`src/logic/gcmli_pkg.sv`:
```
// shared constants and types for the general-purpose pin and clock mask unit
`default_nettype none

package gcmli_pkg;

    // ------------------------------------------------------------------
    // configuration locations (byte offsets in device-specific space)
    // ------------------------------------------------------------------
    localparam logic [7:0]  OFF_PIN_OUTPUT_VALUE      = 8'h64;
    localparam logic [7:0]  OFF_PIN_DIRECTION_CONTROL = 8'h68;
    localparam logic [7:0]  OFF_PIN_INPUT_VALUE       = 8'h6C;
    localparam logic [7:0]  OFF_SEC_CLK_DISABLE_MASK  = 8'h70;

    // ------------------------------------------------------------------
    // field layout
    // ------------------------------------------------------------------
    localparam int          PIN_N      = 4;
    localparam int          SET_LSB    = 0;
    localparam int          CLR_LSB    = 8;
    localparam int          MASK_W     = 16;
    localparam int          SCLK_N     = 10;
    localparam int          SLOT_N     = 4;
    localparam int          DEV_LSB    = 8;
    localparam int          DEV_N      = 5;
    localparam int          OWN_BIT    = 13;
    localparam int          PIN_SCLK   = 0;
    localparam int          PIN_SEL    = 2;
    localparam int          PIN_HALT   = 3;

    // ------------------------------------------------------------------
    // reset values and loader pin enables
    // ------------------------------------------------------------------
    localparam logic [3:0]  RST_OUT_VAL  = 4'h0;
    localparam logic [3:0]  RST_DIR      = 4'h0;
    localparam logic [15:0] RST_MASK     = 16'h0000;
    localparam logic [3:0]  LOAD_OE      = 4'h5;

    // ------------------------------------------------------------------
    // timing
    // ------------------------------------------------------------------
    localparam int          MCLK_PERIOD_NS  = 50;
    localparam int          SCLK_HALF_NS    = 200;
    localparam int          SCLK_HALF66_NS  = 400;
    localparam logic [3:0]  SCLK_HALF_CYC   = 4'((SCLK_HALF_NS + MCLK_PERIOD_NS - 1) / MCLK_PERIOD_NS);
    localparam logic [3:0]  SCLK_HALF66_CYC = 4'((SCLK_HALF66_NS + MCLK_PERIOD_NS - 1) / MCLK_PERIOD_NS);
    localparam logic [4:0]  SHIFT_BITS      = 5'd16;

    // ------------------------------------------------------------------
    // mask loader states
    // ------------------------------------------------------------------
    typedef enum logic [1:0]
    {
        GCMLI_LD_LOAD,
        GCMLI_LD_SHIFT,
        GCMLI_LD_DONE
    } gcmli_ld_t;

endpackage

`default_nettype wire

```
`src/logic/gcmli_sync.sv`:
```
// two-flop synchroniser for pin inputs
`timescale 1ns/1ps
`default_nettype none

module gcmli_sync
#(
    parameter int W = 1
)
(
    input  wire logic         clk_i,
    input  wire logic         rst_n_i,
    input  wire logic [W-1:0] d_i,
    output var  logic [W-1:0] q_o
);

    logic [W-1:0] meta_r;

    always_ff @(posedge clk_i or negedge rst_n_i)
    begin
        if (!rst_n_i)
        begin
            meta_r <= '0;
            q_o    <= '0;
        end
        else
        begin
            meta_r <= d_i;
            q_o    <= meta_r;
        end
    end

endmodule

`default_nettype wire

```
`src/logic/gcmli_top.sv`:
```
// general-purpose pins, secondary clock mask loader and live insertion halt
`timescale 1ns/1ps
`default_nettype none

module gcmli_top
    import gcmli_pkg::*;
(
    input  wire logic        mclk_i,
    input  wire logic        resetn_i,
    input  wire logic        cfg_wr_i,
    input  wire logic        cfg_rd_i,
    input  wire logic [7:0]  cfg_addr_i,
    input  wire logic [31:0] cfg_wdata_i,
    input  wire logic [3:0]  cfg_be_i,
    input  wire logic [3:0]  gpio_in_i,
    input  wire logic        mask_serial_i,
    input  wire logic        m66_i,
    input  wire logic        sec_reset_bit_i,
    input  wire logic        live_mode_i,
    input  wire logic        cmd_io_en_i,
    input  wire logic        cmd_mem_en_i,
    input  wire logic        cmd_master_en_i,
    output var  logic [31:0] cfg_rdata_o,
    output var  logic        cfg_rvalid_o,
    output var  logic [3:0]  gpio_out_o,
    output var  logic [3:0]  gpio_oe_o,
    output var  logic        srst_n_o,
    output var  logic [9:0]  sclk_en_o,
    output var  logic        mask_done_o,
    output var  logic        io_en_o,
    output var  logic        mem_en_o,
    output var  logic        master_en_o,
    output var  logic        halted_o,
    output var  logic        dcmpl_block_o,
    output var  logic        cfg_accept_o
);

    // ------------------------------------------------------------------
    // reset release
    // ------------------------------------------------------------------
    logic rst_meta_r;
    logic rst_n;

    always_ff @(posedge mclk_i or negedge resetn_i)
    begin
        if (!resetn_i)
        begin
            rst_meta_r <= 1'b0;
            rst_n      <= 1'b0;
        end
        else
        begin
            rst_meta_r <= 1'b1;
            rst_n      <= rst_meta_r;
        end
    end

    // ------------------------------------------------------------------
    // pin input synchronisers
    // ------------------------------------------------------------------
    logic [5:0] pins_sync;
    logic [3:0] gpio_lvl;
    logic       serial_lvl;
    logic       m66_lvl;

    gcmli_sync #(.W(6)) u_sync
    (
        .clk_i   (mclk_i),
        .rst_n_i (rst_n),
        .d_i     ({m66_i, mask_serial_i, gpio_in_i}),
        .q_o     (pins_sync)
    );

    assign gpio_lvl   = pins_sync[3:0];
    assign serial_lvl = pins_sync[4];
    assign m66_lvl    = pins_sync[5];

    // ------------------------------------------------------------------
    // shift clock divider
    // ------------------------------------------------------------------
    logic [3:0] div_r;
    logic [3:0] div_nxt;
    logic [3:0] half_cyc;
    logic       tick;

    assign half_cyc = m66_lvl ? SCLK_HALF66_CYC : SCLK_HALF_CYC;
    assign tick     = (div_r == half_cyc - 4'h1);

    always_comb
    begin
        div_nxt = tick ? 4'h0 : div_r + 4'h1;
    end

    always_ff @(posedge mclk_i or negedge rst_n)
    begin
        if (!rst_n)
            div_r <= 4'h0;
        else
            div_r <= div_nxt;
    end

    // ------------------------------------------------------------------
    // mask loader
    // ------------------------------------------------------------------
    gcmli_ld_t   ld_r;
    gcmli_ld_t   ld_nxt;
    logic        sclk_r;
    logic        sclk_nxt;
    logic        sel_r;
    logic        sel_nxt;
    logic [4:0]  cnt_r;
    logic [4:0]  cnt_nxt;
    logic [15:0] mask_r;
    logic [15:0] mask_nxt;
    logic        mask_wr;
    logic        loading;

    // loader starts at once after release of primary reset
    assign loading = (ld_r != GCMLI_LD_DONE);
    assign mask_wr = cfg_wr_i && !loading && (cfg_addr_i == OFF_SEC_CLK_DISABLE_MASK);

    always_comb
    begin
        ld_nxt   = ld_r;
        sclk_nxt = sclk_r;
        sel_nxt  = sel_r;
        cnt_nxt  = cnt_r;
        mask_nxt = mask_r;
        unique case (ld_r)
            GCMLI_LD_LOAD:
            begin
                // board register loads on the rising edge while select is low
                if (tick)
                begin
                    if (!sclk_r)
                        sclk_nxt = 1'b1;
                    else
                    begin
                        sclk_nxt = 1'b0;
                        sel_nxt  = 1'b1;
                        ld_nxt   = GCMLI_LD_SHIFT;
                    end
                end
            end
            GCMLI_LD_SHIFT:
            begin
                if (tick)
                begin
                    if (!sclk_r)
                    begin
                        // capture the bit present, then shift the next one out
                        mask_nxt = {mask_r[14:0], serial_lvl};
                        cnt_nxt  = cnt_r + 5'd1;
                        sclk_nxt = 1'b1;
                    end
                    else
                    begin
                        sclk_nxt = 1'b0;
                        if (cnt_r == SHIFT_BITS)
                            ld_nxt = GCMLI_LD_DONE;
                    end
                end
            end
            GCMLI_LD_DONE:
            begin
                sel_nxt = 1'b0;
                if (mask_wr)
                begin
                    if (cfg_be_i[0])
                        mask_nxt[7:0] = cfg_wdata_i[7:0];
                    if (cfg_be_i[1])
                        mask_nxt[15:8] = cfg_wdata_i[15:8];
                end
            end
        endcase
    end

    always_ff @(posedge mclk_i or negedge rst_n)
    begin
        if (!rst_n)
        begin
            ld_r   <= GCMLI_LD_LOAD;
            sclk_r <= 1'b0;
            sel_r  <= 1'b0;
            cnt_r  <= 5'd0;
            mask_r <= RST_MASK;
        end
        else
        begin
            ld_r   <= ld_nxt;
            sclk_r <= sclk_nxt;
            sel_r  <= sel_nxt;
            cnt_r  <= cnt_nxt;
            mask_r <= mask_nxt;
        end
    end

    // ------------------------------------------------------------------
    // pin control registers
    // ------------------------------------------------------------------
    logic [3:0] out_r;
    logic [3:0] out_nxt;
    logic [3:0] dir_r;
    logic [3:0] dir_nxt;
    logic       wr_out;
    logic       wr_dir;

    assign wr_out = cfg_wr_i && (cfg_addr_i == OFF_PIN_OUTPUT_VALUE);
    assign wr_dir = cfg_wr_i && (cfg_addr_i == OFF_PIN_DIRECTION_CONTROL);

    always_comb
    begin
        out_nxt = out_r;
        dir_nxt = dir_r;
        // set wins over clear when both bits are written together
        if (wr_out && cfg_be_i[1])
            out_nxt = out_nxt & ~cfg_wdata_i[CLR_LSB +: PIN_N];
        if (wr_out && cfg_be_i[0])
            out_nxt = out_nxt | cfg_wdata_i[SET_LSB +: PIN_N];
        if (wr_dir && cfg_be_i[1])
            dir_nxt = dir_nxt & ~cfg_wdata_i[CLR_LSB +: PIN_N];
        if (wr_dir && cfg_be_i[0])
            dir_nxt = dir_nxt | cfg_wdata_i[SET_LSB +: PIN_N];
    end

    always_ff @(posedge mclk_i or negedge rst_n)
    begin
        if (!rst_n)
        begin
            out_r <= RST_OUT_VAL;
            dir_r <= RST_DIR;
        end
        else
        begin
            out_r <= out_nxt;
            dir_r <= dir_nxt;
        end
    end

    // ------------------------------------------------------------------
    // configuration read port
    // ------------------------------------------------------------------
    logic [31:0] rdata_nxt;

    always_comb
    begin
        rdata_nxt = 32'h0000_0000;
        unique case (cfg_addr_i)
            OFF_PIN_OUTPUT_VALUE:
                rdata_nxt = {20'h00000, out_r, 4'h0, out_r};
            OFF_PIN_DIRECTION_CONTROL:
                rdata_nxt = {20'h00000, dir_r, 4'h0, dir_r};
            OFF_PIN_INPUT_VALUE:
                rdata_nxt = {28'h0000000, gpio_lvl};
            OFF_SEC_CLK_DISABLE_MASK:
                rdata_nxt = {16'h0000, mask_r};
            default:
                rdata_nxt = 32'h0000_0000;
        endcase
        if (!cfg_rd_i)
            rdata_nxt = 32'h0000_0000;
    end

    always_ff @(posedge mclk_i or negedge rst_n)
    begin
        if (!rst_n)
        begin
            cfg_rdata_o  <= 32'h0000_0000;
            cfg_rvalid_o <= 1'b0;
        end
        else
        begin
            cfg_rdata_o  <= rdata_nxt;
            cfg_rvalid_o <= cfg_rd_i;
        end
    end

    // ------------------------------------------------------------------
    // clock enables from the mask
    // ------------------------------------------------------------------
    logic [9:0] sclk_en_nxt;

    genvar gi;
    generate
        for (gi = 0; gi < SLOT_N; gi++)
        begin : g_slot
            assign sclk_en_nxt[gi] = !loading ? ~(mask_r[2*gi] & mask_r[2*gi+1]) : 1'b1;
        end
        for (gi = 0; gi < DEV_N; gi++)
        begin : g_dev
            assign sclk_en_nxt[SLOT_N+gi] = !loading ? ~mask_r[DEV_LSB+gi] : 1'b1;
        end
    endgenerate

    // reserved bits 14 and 15 feed nothing
    assign sclk_en_nxt[SCLK_N-1] = !loading ? ~mask_r[OWN_BIT] : 1'b1;

    // ------------------------------------------------------------------
    // pins, secondary reset and live insertion
    // ------------------------------------------------------------------
    logic [3:0] pin_out_nxt;
    logic [3:0] pin_oe_nxt;
    logic       halt_nxt;

    always_comb
    begin
        pin_out_nxt = out_r;
        pin_oe_nxt  = dir_r;
        if (loading)
        begin
            pin_out_nxt           = 4'h0;
            pin_out_nxt[PIN_SCLK] = sclk_r;
            pin_out_nxt[PIN_SEL]  = sel_r;
            pin_oe_nxt            = LOAD_OE;
        end
        halt_nxt = live_mode_i && !dir_r[PIN_HALT] && gpio_lvl[PIN_HALT];
    end

    always_ff @(posedge mclk_i or negedge rst_n)
    begin
        if (!rst_n)
        begin
            gpio_out_o    <= 4'h0;
            gpio_oe_o     <= RST_DIR;
            srst_n_o      <= 1'b0;
            sclk_en_o     <= '1;
            mask_done_o   <= 1'b0;
            io_en_o       <= 1'b0;
            mem_en_o      <= 1'b0;
            master_en_o   <= 1'b0;
            halted_o      <= 1'b0;
            dcmpl_block_o <= 1'b0;
            cfg_accept_o  <= 1'b0;
        end
        else
        begin
            gpio_out_o    <= pin_out_nxt;
            gpio_oe_o     <= pin_oe_nxt;
            srst_n_o      <= !loading && !sec_reset_bit_i;
            sclk_en_o     <= sclk_en_nxt;
            mask_done_o   <= !loading;
            io_en_o       <= cmd_io_en_i && !halt_nxt;
            mem_en_o      <= cmd_mem_en_i && !halt_nxt;
            master_en_o   <= cmd_master_en_i && !halt_nxt;
            halted_o      <= halt_nxt;
            dcmpl_block_o <= halt_nxt;
            cfg_accept_o  <= 1'b1;
        end
    end

endmodule

`default_nettype wire

```
`config.mk`:
```
export PLATFORM = sky130hd
export DESIGN_NAME = gcmli_top
export DESIGN_NICKNAME = d
export VERILOG_FILES = /design/src/logic/gcmli_pkg.sv /design/src/logic/gcmli_sync.sv /design/src/logic/gcmli_top.sv
export SDC_FILE = /design/constraint.sdc
export NUM_CORES = 1
export LEC_CHECK = 0
export BUFFER_PORTS_ARGS = -buffer_cell sky130_fd_sc_hd__buf_2
export CAP_MARGIN = 20
export CORE_ASPECT_RATIO = 0.8
export CORE_MARGIN = 5
export CORE_UTILIZATION = 45
export CTS_CLUSTER_DIAMETER = 100
export DETAILED_ROUTE_END_ITERATION = 8
export PLACE_DENSITY = 0.86
export SLEW_MARGIN = 20
export SYNTH_ARGS = -nofsm -noshare
export SYNTH_HDL_FRONTEND = slang
export SYNTH_SLANG_ARGS = --single-unit
```
`constraint.sdc`:
```
create_clock -name mclk_i -period 2.8 [get_ports mclk_i]
set_input_delay 0.14 -clock mclk_i [delete_from_list [all_inputs] [get_ports mclk_i]]
set_output_delay 0.14 -clock mclk_i [all_outputs]
set_load 0.05 [all_outputs]
```
==> metrics.md <==
| Metric | Value |
|---|---|
| Setup repair after global routing missed its margin | `no` |
| Cell area after technology mapping | `3672 sq um` |
| Total routing usage reported by global routing | `0.1629` |
| CP cell instances | `ha_1, nor2b_1, and4b_1, a31o_2, o2bb2a_1` |
| Fraction of layout instances using a drive strength above 1 | `0.3216` |
| GRT Residual Overflow | `0` |
| Total of flip-flops plus latches after synthesis | `93` |
| Endpoint kind of the worst setup timing path | `flip-flop` |
| DR vias | `2595` |
| Clk sinks | `93` |
| Clock transition time at the flip-flop clock pins of the worst setup and hold paths | `~0.09 ns` |
| Core outline area | `slightly below 8000 sq um` |
| Leading cell types by total area after synthesis | `dfrtp_1 (57%), dfstp_2 (7.2%), buf_4 (3.7%)` |
| Final worst path period share | `0.7044` |
| Setup Slack @ Placement | `approximately 0.86 ns` |
| Sequential-to-total area share from yosys stat | `0.6371` |
| Global placer's final weighted congestion | `0.8675` |
| Power density over cell area | `around 700 nW/um^2` |
| Most common cell after layout, fill and taps aside | `buf_2` |
| HPWL Detailed | `between 5 and 6 mm` |
| Antenna Violating Nets Remaining | `0` |
| Primary flip-flop cell chosen by synthesis mapping | `dfrtp_1` |
| Final Net Count | `about 460` |
| Port buffer count | `between 80 and 90` |
| Top library cells by usage in the layout, fill and taps aside | `buf_2 (83), dfrtp_1 (82), nand2_1 (18), conb_1 (18), o22ai_1 (17)` |
| Startpoint type of the worst setup path | `flip-flop` |
| Finish-stage setup viols | `0` |
| Data arrival time of the critical path | `between 2 and 2.5 ns` |
| Number of levels in the clock H-tree | `3` |
| Leakage | `about 2.1 nW` |
| Final WS setup | `0.8278 ns` |
| Measured slew at the worst slew-check pin | `around 0.6 ns` |
| Required time reported for the critical path endpoint | `3.05 ns` |
| Aggregate negative setup slack | `0 ns` |
| Post-layout min period | `about 2.0 ns` |
| Wirelength, routed | `7.858 mm` |
| Post-cts resize count | `0` |
| Die Footprint | `about 10000 sq um` |
| Site row count | `29` |
| Count of cell types in the netlist | `44` |
| Mean cell area of the mapped netlist | `12.45 sq um` |
| CTS tree | `done` |
| Detailed-route vias per instance | `a little over 5` |
| Critical path peak fanout | `16` |
| Path type of the worst setup path | `reg2reg` |
| Largest net degree at the start of global routing | `89` |
| Iteration-0 DRC count of the detailed router | `200` |
| Yosys synthesis warning count | `0` |
| Worst-case headroom to the max-slew limit | `0.5900` |
| Largest area contributor in the synthesized netlist | `dfrtp_1` |
| Post-Syn Instances | `between 200 and 300` |
| TritonRoute pass-1 iters | `4` |
| Routed wirelength normalized by instance count | `between 15 and 20 um` |
| Critical path's largest stage delay | `between 0.4 and 0.5 ns` |
| Clock tree skew after final layout | `roughly 0.007 ns` |
| Kind of path behind the tightest hold check | `in2reg` |
| Async set or reset register ratio after synthesis | `1.000` |
| Max-capacitance violation count | `0` |
| Number of remaining DRC errors | `0` |
| Max Transition Viols Final | `0` |
| Chip height | `90.80 um` |
| Insertion delay to the later sink of the worst-skew pair | `between 0.3 and 0.4 ns` |
| Critical path's slowest cell | `and4b_1` |
| Number of top-level pins | `118` |
| Maximum frequency from static timing analysis | `507.0 MHz` |
| Starting density of the core | `0.4621` |
| IR Drop Worst-Case VDD | `roughly 0.31 mV` |
| Area growth from synthesis to layout | `21.84%` |
| Diode insertion count for antenna repair | `0` |
| Clock buffer depth | `2` |
| Top cell type's share of synthesized area | `0.5656` |
| Outcome | `finished clean` |
| Master cell of the clock root buffer | `clkbuf_8` |
| Die X | `around 110 um` |
| Count of endpoints failing hold in the final timing report | `0` |
| Initial antenna violation count | `0` |
| Wire length of the first global-routing pass | `between 10 and 15 mm` |
| Number of global-route vias before repair | `2650` |
| TritonCTS Buffers | `9` |
| EDFF count, synth | `0` |
routing by layer:
metal / vias to the layer above / routed length (um) / GRT usage
met2: 112 / 3917 / 0.2727
met5: - / 0 / 0
met3: 15 / 680 / 0.06296
met1: 1259 / 3156 / 0.1951
met4: 0 / 104 / 0.05026
li1: 1209 / - / -
area by class of cell:
class | instances | area, sq um
clock inverter | 6 | 53.80
timing repair buffer | 99 | 585.6
sequential | 93 | 2344
tap | 108 | 135.1
clock buffer | 10 | 137.6
fill | 647 | 3472
inverter | 7 | 26.28
multi-input combinational | 183 | 1192
cells by family after synthesis:
family	after synthesis	synth area share
buf+inv	35	0.05519
simple gates	92	0.1428
flops	93	0.6371
compound gates	58	0.1220
other cells	2	0.002045
mux	3	0.009199
xor+xnor	9	0.02147
fa+ha+maj	3	0.01022
per-stage QoR:
stage	power (mW)	instance area (sq um)	util	hold slack, ns	instances
2_1_floorplan	2.149	3732	-	-0.1556	311
3_3_place_gp	2.265	4135	0.5204	-0.07505	477
5_1_grt	3.314	4474	0.5631	0.03824	506
6_report	3.146	4474	0.5631	0.05579	506
4_1_cts	3.167	4447	0.5596	0.02947	505
3_5_place_dp	2.300	4135	0.5204	-0.07289	477
path summary, 6_finish.rpt:
path | startpoint | to | slack (ns) | cells after the start
setup / recovery | div_r[0] | mask_r[15] | 0.83 | 5
hold / removal | cfg_wdata_i[2] | out_r[2] | 0.06 | 2
setup reg to reg | div_r[0] | mask_r[15] | 0.83 | 5
hold reg to reg | rst_n | gpio_out_o[3] | 0.28 | 0
max in group asynchronous | rst_n | sclk_en_o[7] | 1.71 | 2
min in group asynchronous | resetn_i | rst_n | 0.07 | 2
cells in the mapped netlist (8+ instances only):
cell	count
nor2_1	15
dfstp_2	10
nand2_1	18
dfrtp_1	83
and3_1	8
nand3_1	15
a22o_1	8
o22ai_1	17
buf_4	18
a2bb2oi_1	14
and2_1	8
where the power goes:
part / internal [mW] / switching, mW
logic: 0.263 / 0.284
registers: 1.54 / 0.203
clock network: 0.362 / 0.489
total: 2.17 / 0.976
state kept, by name (all words and copies together), names as in the netlist, 2 cells and up:
signal,cells
gpio_oe_o,4
mask_r,16
cnt_r,5
div_r,4
ld_r,2
u_sync.q_o,6
cfg_rdata_o,16
dir_r,4
sclk_en_o,10
out_r,4
gpio_out_o,4
u_sync.meta_r,6
critical path, delay by kind of cell, from the launching register on:
kind / cells / cell delay [ns]
fa+ha+maj: 1 / 0.18
compound gates: 2 / 0.66
simple gates: 2 / 0.64
flops: 1 / 0.37
timing repair:
| item | in CTS | in global routing |
|---|---|---|
| endpoints found under the hold margin | 13 | 0 |
| endpoints found under the setup margin | 0 | 0 |
| hold buffers | 12 | 0 |
| buffers inserted | 0 | 0 |
(Power assumes the default switching activity.)
